`config.mk`:
```
export PLATFORM = sky130hd
export DESIGN_NAME = nvc_ctrl
export DESIGN_NICKNAME = d
export VERILOG_FILES = /design/src/hdl/nvc_pkg.sv /design/src/hdl/nvc_ctrl.sv
export SDC_FILE = /design/constraint.sdc
export NUM_CORES = 1
export LEC_CHECK = 0
export ABC_AREA = 1
export BUFFER_PORTS_ARGS = -buffer_cell sky130_fd_sc_hd__buf_2
export CORE_MARGIN = 5
export CORE_UTILIZATION = 52
export DETAILED_ROUTE_END_ITERATION = 8
export PLACE_DENSITY = 0.8
export RECOVER_POWER = 50
export SYNTH_ARGS = -nofsm -noshare
export SYNTH_HDL_FRONTEND = slang
export SYNTH_SLANG_ARGS = --single-unit
```
`constraint.sdc`:
```
create_clock -name clk_sys -period 1.9 [get_ports clk_sys]
set_input_delay 0.38 -clock clk_sys [delete_from_list [all_inputs] [get_ports clk_sys]]
set_output_delay 0.38 -clock clk_sys [all_outputs]
set_load 0.01 [all_outputs]
```
`src/hdl/nvc_pkg.sv`:
```
// package: register map, fields and timing for the nonvolatile save/load control
package nvc_pkg;
  localparam logic [11:0] ADDR_XFER_STATUS = 12'hb00;
  localparam logic [11:0] ADDR_DATA_ERROR = 12'hb01;
  localparam logic [11:0] ADDR_RELOAD_UNLOCK = 12'hb02;
  localparam logic [11:0] ADDR_SAVE_TRIGGER = 12'hb03;
  localparam int BIT_BUSY = 0;
  localparam int BIT_ERROR = 0;
  localparam int BIT_UNLOCK = 0;
  localparam int BIT_RELOAD = 1;
  localparam int BIT_SAVE = 0;
  localparam int BIT_CMD_OPCODE = 7;
  localparam logic [7:0] RST_BYTE = 8'h00;
  localparam logic [6:0] OP_IO_UPDATE = 7'h00;
  localparam logic [6:0] OP_END_OF_DATA = 7'h7f;
  localparam int CLK_MHZ = 250;
  localparam int XFER_GAP_NS = 10000;
  localparam int XFER_GAP_CYC = (XFER_GAP_NS * CLK_MHZ + 999) / 1000;

  typedef enum logic [2:0] {
    NVC_IDLE,
    NVC_CMD,
    NVC_ADDR_HI,
    NVC_ADDR_LO,
    NVC_DATA,
    NVC_GAP
  } nvc_state_e;

  typedef struct packed {
    logic wr;
    logic rd;
    logic [11:0] addr;
    logic [7:0] wdata;
  } nvc_req_s;

  typedef struct packed {
    logic wr;
    logic [15:0] addr;
    logic [7:0] data;
  } nvc_bank_wr_s;
endpackage
```
`src/hdl/nvc_ctrl.sv`:
```
// nonvolatile save/load controller with its control and status registers
module nvc_ctrl #(
  parameter int GAP_CYC = nvc_pkg::XFER_GAP_CYC,
  parameter int SEG_AW = 8
) (
  input wire logic clk_sys,
  input wire logic srst,
  input nvc_pkg::nvc_req_s req,
  output logic [7:0] rdata,
  input wire logic load_sel_n,
  input wire logic status_sel_busy,
  output logic status_busy,
  output logic [SEG_AW-1:0] seg_addr,
  input wire logic [7:0] seg_data,
  output logic nvm_wr,
  output logic nvm_rd,
  output logic [SEG_AW-1:0] nvm_addr,
  output logic [7:0] nvm_wdata,
  input wire logic [7:0] nvm_rdata,
  input wire logic nvm_ack,
  input wire logic nvm_bad,
  output logic [15:0] bank_rd_addr,
  input wire logic [7:0] bank_rd_data,
  output nvc_pkg::nvc_bank_wr_s bank_wr,
  output logic io_update,
  output logic soft_reset
);
  nvc_pkg::nvc_state_e state;
  nvc_pkg::nvc_state_e next_state;
  logic unlock;
  logic save_bit;
  logic busy;
  logic active;
  logic err;
  logic saving;
  logic pend;
  logic [SEG_AW-1:0] ptr;
  logic [SEG_AW-1:0] seg_ptr;
  logic [6:0] count;
  logic [15:0] addr;
  logic [15:0] gap_cnt;
  logic [7:0] next_rdata;

  function automatic logic hit(input logic [11:0] a, input logic [11:0] r);
    return a == r;
  endfunction

  wire sel_status = hit(req.addr, nvc_pkg::ADDR_XFER_STATUS);
  wire sel_error = hit(req.addr, nvc_pkg::ADDR_DATA_ERROR);
  wire sel_ctl = hit(req.addr, nvc_pkg::ADDR_RELOAD_UNLOCK);
  wire sel_save = hit(req.addr, nvc_pkg::ADDR_SAVE_TRIGGER);
  wire wr_ctl = req.wr && sel_ctl;
  wire wr_save = req.wr && sel_save;
  // a trigger still waiting to start counts as busy, so a second one is refused
  wire start_save = wr_save && req.wdata[nvc_pkg::BIT_SAVE] && unlock && !busy;
  wire start_load = wr_ctl && req.wdata[nvc_pkg::BIT_RELOAD] && !load_sel_n && !busy;
  wire start_any = start_save || start_load;
  wire [7:0] cmd_byte = saving ? seg_data : nvm_rdata;
  wire cmd_is_op = cmd_byte[nvc_pkg::BIT_CMD_OPCODE];
  wire is_end = cmd_is_op && cmd_byte[6:0] == nvc_pkg::OP_END_OF_DATA;
  wire is_upd = cmd_is_op && cmd_byte[6:0] == nvc_pkg::OP_IO_UPDATE;
  wire step = active && nvm_ack;
  wire step_cmd = step && state == nvc_pkg::NVC_CMD;
  wire step_hi = step && state == nvc_pkg::NVC_ADDR_HI;
  wire step_lo = step && state == nvc_pkg::NVC_ADDR_LO;
  wire step_data = step && state == nvc_pkg::NVC_DATA;
  wire gap_done = gap_cnt == 16'(GAP_CYC - 1);
  wire done = step_cmd && is_end;

  assign active = state != nvc_pkg::NVC_IDLE && state != nvc_pkg::NVC_GAP;
  assign busy = active || pend;
  assign status_busy = status_sel_busy & busy;
  // segment index skips the data bytes, which come from the bank
  assign seg_addr = seg_ptr;
  assign nvm_addr = ptr;
  assign nvm_wr = active && saving && unlock;
  assign nvm_rd = active && !saving;
  assign nvm_wdata = state == nvc_pkg::NVC_DATA ? bank_rd_data : seg_data;
  assign bank_rd_addr = addr;

  always_comb
  begin
    next_rdata = nvc_pkg::RST_BYTE;
    if (sel_status)
      next_rdata[nvc_pkg::BIT_BUSY] = busy;
    else if (sel_error)
      next_rdata[nvc_pkg::BIT_ERROR] = err;
    else if (sel_ctl)
      next_rdata[nvc_pkg::BIT_UNLOCK] = unlock;
    else if (sel_save)
      next_rdata[nvc_pkg::BIT_SAVE] = save_bit;
  end

  always_comb
  begin
    next_state = state;
    case (state)
      nvc_pkg::NVC_IDLE:
        if (pend)
          next_state = nvc_pkg::NVC_CMD;
      nvc_pkg::NVC_CMD:
        if (step)
        begin
          if (is_end)
            next_state = nvc_pkg::NVC_GAP;
          else if (!cmd_is_op)
            next_state = nvc_pkg::NVC_ADDR_HI;
        end
      nvc_pkg::NVC_ADDR_HI:
        if (step)
          next_state = nvc_pkg::NVC_ADDR_LO;
      nvc_pkg::NVC_ADDR_LO:
        if (step)
          next_state = nvc_pkg::NVC_DATA;
      nvc_pkg::NVC_DATA:
        if (step && count == 7'h00)
          next_state = nvc_pkg::NVC_CMD;
      nvc_pkg::NVC_GAP:
        if (gap_done)
          next_state = nvc_pkg::NVC_IDLE;
      default:
        next_state = nvc_pkg::NVC_IDLE;
    endcase
  end

  always_ff @(posedge clk_sys)
  begin
    if (srst)
      state <= nvc_pkg::NVC_IDLE;
    else
      state <= next_state;
  end

  always_ff @(posedge clk_sys)
  begin
    if (srst)
      unlock <= 1'b0;
    else if (wr_ctl)
      unlock <= req.wdata[nvc_pkg::BIT_UNLOCK];
  end

  always_ff @(posedge clk_sys)
  begin
    if (srst)
    begin
      pend <= 1'b0;
      saving <= 1'b0;
    end
    else if (start_any)
    begin
      pend <= 1'b1;
      saving <= start_save;
    end
    else if (state == nvc_pkg::NVC_IDLE)
      pend <= 1'b0;
  end

  always_ff @(posedge clk_sys)
  begin
    if (srst)
      save_bit <= 1'b0;
    else if (start_any)
      save_bit <= start_save;
    else if (done)
      save_bit <= 1'b0;
  end

  always_ff @(posedge clk_sys)
  begin
    if (srst)
      err <= 1'b0;
    else if (start_any)
      err <= 1'b0;
    else if (active && nvm_ack && nvm_bad)
      err <= 1'b1;
  end

  always_ff @(posedge clk_sys)
  begin
    if (srst)
    begin
      ptr <= '0;
      seg_ptr <= '0;
    end
    else if (start_any)
    begin
      ptr <= '0;
      seg_ptr <= '0;
    end
    else if (step)
    begin
      ptr <= ptr + 1'b1;
      if (state != nvc_pkg::NVC_DATA)
        seg_ptr <= seg_ptr + 1'b1;
    end
  end

  always_ff @(posedge clk_sys)
  begin
    if (srst)
    begin
      count <= '0;
      addr <= '0;
    end
    else if (step_cmd)
      count <= cmd_byte[6:0];
    else if (step_hi)
      addr[15:8] <= cmd_byte;
    else if (step_lo)
      addr[7:0] <= cmd_byte;
    else if (step_data)
    begin
      addr <= addr + 16'h0001;
      count <= count - 7'h01;
    end
  end

  always_ff @(posedge clk_sys)
  begin
    if (srst)
      gap_cnt <= '0;
    else
      gap_cnt <= state == nvc_pkg::NVC_GAP ? gap_cnt + 16'h0001 : 16'h0000;
  end

  always_ff @(posedge clk_sys)
  begin
    if (srst)
    begin
      io_update <= 1'b0;
      soft_reset <= 1'b0;
      bank_wr <= '0;
    end
    else
    begin
      io_update <= step_cmd && is_upd && !saving;
      soft_reset <= start_load;
      bank_wr.wr <= step_data && !saving;
      bank_wr.addr <= addr;
      bank_wr.data <= nvm_rdata;
    end
  end

  always_ff @(posedge clk_sys)
  begin
    if (srst)
      rdata <= nvc_pkg::RST_BYTE;
    else if (req.rd)
      rdata <= next_rdata;
  end
endmodule

```
# ---- Yosys cells after proc, flatten, opt, wreduce, memory -nomap -nowiden
# Index checks and enable logic that the tools add are counted.
dict set report op_classes {
  add_sub_neg 5
  n_eq_ne 23
  n_mux 27
  bitwise 4
  reduce_logical 46
}
# operator count
set ops {}
lappend ops {{$eq A12 B12 Y1 const B} 4}
lappend ops {{$mux W8} 5}
lappend ops {{$add A16 B1 Y16 const B} 2}
lappend ops {{$mux W7} 4}
lappend ops {{$logic_and A1 B1 Y1} 25}
lappend ops {{$mux W3} 8}
lappend ops {{$pmux W3 S6} 1}
lappend ops {{$add A8 B1 Y8 const B} 2}
lappend ops {{$eq A16 B12 Y1 const B} 1}
lappend ops {{$mux W16} 1}
lappend ops {{$ne A2 B2 Y1 const B} 8}
lappend ops {{$logic_not A7 Y1} 2}
lappend ops {{$reduce_bool A2 Y1} 5}
lappend ops {{$ne A3 B3 Y1 const B} 3}
lappend ops {{$reduce_and A3 Y1} 3}
lappend ops {{$mux W1} 8}
lappend ops {{$eq A7 B7 Y1 const B} 1}
lappend ops {{$reduce_and A7 Y1} 1}
lappend ops {{$sub A7 B1 Y7 const B} 1}
lappend ops {{$eq A3 B2 Y1 const B} 2}
lappend ops {{$eq A3 B3 Y1 const B} 2}
lappend ops {{$reduce_or A2 Y1} 2}
lappend ops {{$eq A3 B1 Y1 const B} 1}
lappend ops {{$logic_not A1 Y1} 3}
lappend ops {{7 further kinds} 10}
dict set report totals {
  regBits 91
  inputBits 52
}

# ---- Depth between registers and ports, before layout
dict set report depth {
  ltp_word 8
  ltp_mapped 13
  mapped_depth_nobuf 13
}

# ---- Least setup slack after synthesis
# OpenSTA, ideal clock, no wires.
dict set report synth_timing {
  kind {register -> register}
  from {register addr[0] (netlist: bank_rd_addr[0])}
  to {register addr[14] (netlist: bank_rd_addr[14])}
  t_arrival_ns 1.553
  required_time_ns 1.788
  slack_ns 0.235
  stages_incl_launch_ff 13
  path_buffers 0
  cell_sequence {dfxtp_1 -> ha_1 -> nand2_1 -> inv_1 -> nand2_1 -> nor3_1 -> nand2_1 -> nor2_1 -> nand2_1 -> nand2_1 -> nand3_1 -> nand2_1 -> nand2_1}
}
dict set report synth_between {
  elab_chain_cells 4
}
# item line_no
set synth_lines {}
lappend synth_lines {{start, declared} nvc_ctrl.sv:40} ;# logic [15:0] addr;
lappend synth_lines {{start signal, assigned} nvc_ctrl.sv:210} ;# addr[7:0] <= cmd_byte;
lappend synth_lines {{start signal, assigned} nvc_ctrl.sv:213} ;# addr <= addr + 16'h0001;
lappend synth_lines {{$add A16 B1 Y16} nvc_ctrl.sv:213}
lappend synth_lines {{$mux W16} nvc_ctrl.sv:211} ;# else if (step_data)
lappend synth_lines {{$mux W8} nvc_ctrl.sv:209} ;# else if (step_lo)
lappend synth_lines {{$mux W8} nvc_ctrl.sv:207} ;# else if (step_hi)
# Every way passes these cells. The select of a mux whose other input is x is not followed.
# A chain may end at the register's enable or synchronous reset.

# ---- Worst setup path after layout
dict set report layout_timing {
  from {register state[1]}
  to {output port nvm_wdata[5]}
}
dict set report layout_between {
  elab_chain_cells 2
}
# item line_no
set layout_lines {}
lappend layout_lines {{start, declared} nvc_ctrl.sv:28} ;# nvc_pkg::nvc_state_e state;
lappend layout_lines {{start signal, assigned} nvc_ctrl.sv:129} ;# state <= nvc_pkg::NVC_IDLE;
lappend layout_lines {{start signal, assigned} nvc_ctrl.sv:131} ;# state <= next_state;
lappend layout_lines {{$eq A3 B3 Y1} nvc_ctrl.sv:78} ;# assign nvm_wdata = state == nvc_pkg::NVC_DATA ? bank_rd_data : seg_data;
lappend layout_lines {{$mux W8} nvc_ctrl.sv:78}
lappend layout_lines {{end, declared} nvc_ctrl.sv:18} ;# output logic [7:0] nvm_wdata,
# Every way passes these cells.

==> flow_summary.json <==
{
  "num-fill-cells": 795,
  "worst_ep_required_time_ps": 1520,
  "critical_path.top_delay_family": "simple AND/OR/NAND/NOR gates",
  "worstMarginPinSlew_ps": 968,
  "relSlewSlack_pct": 35.5,
  "drv_cap": 0,
  "grt_max_degree": 19,
  "grt_pass1_vias": 4377,
  "async_flop_share_pct": 0,
  "cts_tree": "done",
  "hp-class": "input port to flip-flop",
  "yosysWarnings": 0,
  "fmax_mhz": 524,
  "period_needed_ps": 1910,
  "slowest_delay_ps": 360,
  "h-tree-depth": 3,
  "antenna_found_initial": 0,
  "syn_to_final_growth_pct": 23.2,
  "setup_viol": 1,
  "ant_nets": 0,
  "slew_violations": 0,
  "grt_pass1_wl_um": 19200,
  "vias": 4628,
  "violations": "negative setup slack",
  "crit_arrival_ps": 1530,
  "power_density_mw_per_mm2": 755,
  "regToRegSetupSlack_ps": 100,
  "cp-start-kind": "flip-flop",
  "final_nets": 852,
  "hold_end": "bank_wr[6]",
  "whs_path_depth": 3,
  "synthDistinctLibCells": 40,
  "utilization_pct": 64.5,
  "placed_cell_area_mm2": 0.00523,
  "grt-ovfl-total": 0,
  "ys_seq_elements": 91,
  "placedCellCount": 882,
  "end_kind": "output port",
  "numCtsBuffers": 9,
  "postCtsHoldBufs": 0,
  "period_share_pct": 100,
  "ys.flop_type": "dfxtp_1",
  "firstDrtPassIters": 5,
  "setup_ws_ps": -7.08,
  "dieHeight_um": 103,
  "path_clk_slew_ps": 90,
  "outcome": "finished with violations",
  "clock-sinks": 91,
  "die-area_mm2": 0.0106,
  "wl_per_cell_um": 13.2,
  "insertion_delay_ps": 360,
  "vias_per_cell": 5.10,
  "mostFrequentLayoutCell": "nand2_1",
  "crit_buf_inv": 3,
  "criticalPathCategory": "flip-flop to output port",
  "grt_usage_pct": 22.4,
  "syn_avg_cell_area_um2": 6.87,
  "regToRegEndpoint": "count[1]",
  "rsz0062_at_grt": "yes",
  "power_leakage_nw": 2.44,
  "cts_root_buf": "clkbuf_8",
  "worstReg2RegStart": "state[0]",
  "crit_fanout": 6,
  "drive_above_1_share_pct": 19.3,
  "start_util_pct": 52.4,
  "hpwl_um": 9020,
  "hold_violations": 0,
  "drc": 0,
  "instances_no_fill": 907,
  "yosysSeqAreaShare_pct": 40.5,
  "antenna_cells": 0,
  "drt_iter0_drc": 236,
  "finClkSkew_ps": 10.6,
  "port_buffers": 116,
  "hp-start": "nvm_rdata[6]",
  "synthCells": 655,
  "crit_slowest_cell": "dfxtp_4",
  "r2r_cells": 8,
  "crit_path_cell_trace": "nor2_4 -> inv_2 -> nor2_4 -> buf_6 -> nand2_2 -> nand2_2 -> buf_2",
  "design_area_mm2": 0.00554,
  "final_cell_mix": "nand2_1 (163), dfxtp_1 (88), nor2_1 (85)",
  "die_x_um": 103,
  "syn_area_mm2": 0.00450,
  "synth-edff-count": 0,
  "coreArea_mm2": 0.00859,
  "peakVddDrop_mv": 0.393,
  "totalWireLength_um": 11900,
  "ios": 130,
  "gp_congestion": 0.929,
  "rows": 34,
  "clock_path_buffers": 2
}
[synth_stat cells, types with 2 or more instances]
library cell	number	area, um^2
a211oi_1	2	15.0
a21oi_1	42	210
a31oi_1	5	31.3
buf_1	2	7.51
buf_4	9	67.6
clkbuf_1	3	11.3
dfxtp_1	91	1820
ha_1	6	75.1
inv_1	83	312
inv_2	8	30.0
nand2_1	167	627
nand2_2	3	18.8
nand3_1	28	140
nand3_4	3	52.6
nand3b_1	3	22.5
nand4_1	11	68.8
nor2_1	88	330
nor2_2	3	18.8
nor2_4	4	45.0
nor3_1	20	100
nor4_1	2	12.5
o211ai_1	4	30.0
o21ai_0	28	140
o21ai_1	2	10.0
o221ai_1	2	17.5
or2_2	7	43.8
xnor2_1	4	35.0
xor2_1	13	114
[stage by stage]
| stage | hold slack [ps] | setup WS (ps) | power, mW | TNS (ps) |
|---|---|---|---|---|
| after CTS | 221 | -30.8 | 4.21 | -187 |
| after floorplan | 418 | 235 | 2.49 | 0 |
| after global routing | 243 | -87.2 | 4.41 | -640 |
| final | 233 | -7.08 | 4.19 | -7.08 |
| after detailed placement | 436 | 48.5 | 2.67 | 0 |
| after global placement | 429 | 155 | 2.66 | 0 |
[kinds of logic after synthesis]
group	share of synthesized area (%)
DFF	40.5
other	0.0833
and+or+nand+nor	33.7
buffers and inverters	10.0
adders and majority gates	1.67
AOI/OAI and AO/OA	10.8
xor gates and xnor gates	3.31
[area by class of cell]
type	count	area [um^2]	share of cell area, %
tap	108	135	2.44
multi-input combinational	462	2290	41.4
clock buffer	11	151	2.73
timing repair buffer	138	697	12.6
clock inverter	5	85.1	1.53
sequential	91	1830	33.1
inverter	92	348	6.27
[worst register-to-register path, stage by stage, from the launching register on]
cell and delay, ps:
dfxtp_4 360, buf_4 130, inv_1 70, nor3_2 260, nand2_2 220, nand2_2 220
inv_1 120, nor3_1 200, a211oi_1 70
[worst max path at each step]
stage | startpoint | slack (ps) | cells after the start | endpoint
6_report | state[1] | -7 | 7 | nvm_wdata[5]
5_1_grt | state[1] | -90 | 7 | nvm_wdata[5]
4_1_cts | state[0] | -30 | 7 | nvm_wdata[7]
3_5_place_dp | bank_rd_addr[0] | 50 | 12 | bank_rd_addr[14]
3_3_place_gp | state[0] | 160 | 11 | bank_rd_addr[13]
2_1_floorplan | bank_rd_addr[0] | 230 | 12 | bank_rd_addr[14]
[report_power, final]
group / internal [mW] / total (mW) / leakage [nW] / switching (mW)
Combinational: 0.261 / 0.690 / 1.59 / 0.429
Sequential: 1.96 / 2.00 / 0.738 / 0.0396
Clock: 0.817 / 1.50 / 0.116 / 0.682
[repair_timing]
action                                  in CTS  in global routing
gates resized for setup                      9                 15
endpoints found under the setup margin       8                 18
setup buffers                                5                  4
pin swaps                                    4                  4
[flip-flops by register name (all words and copies together) (netlist names)]
| signal | cells |
|---|---|
| pend | 1 |
| seg_addr | 8 |
| saving | 1 |
| err | 1 |
| save_bit | 1 |
| count | 7 |
| unlock | 1 |
| bank_rd_addr | 16 |
| rdata | 1 |
| bank_wr | 25 |
| io_update | 1 |
| gap_cnt | 16 |
| state | 3 |
| nvm_addr | 8 |
| soft_reset | 1 |
[per-layer routing]
layer  vias to the layer above  global-route usage [%]  share of wire (%)
met4                         0                    8.37                2.1
met3                        22                    3.79                7.1
met2                       175                    38.9                 48
met1                      2089                    27.8                 43
li1                       2342                       -                  -
met5                         -                       0                  0
Power figures use the tool's default switching activity.
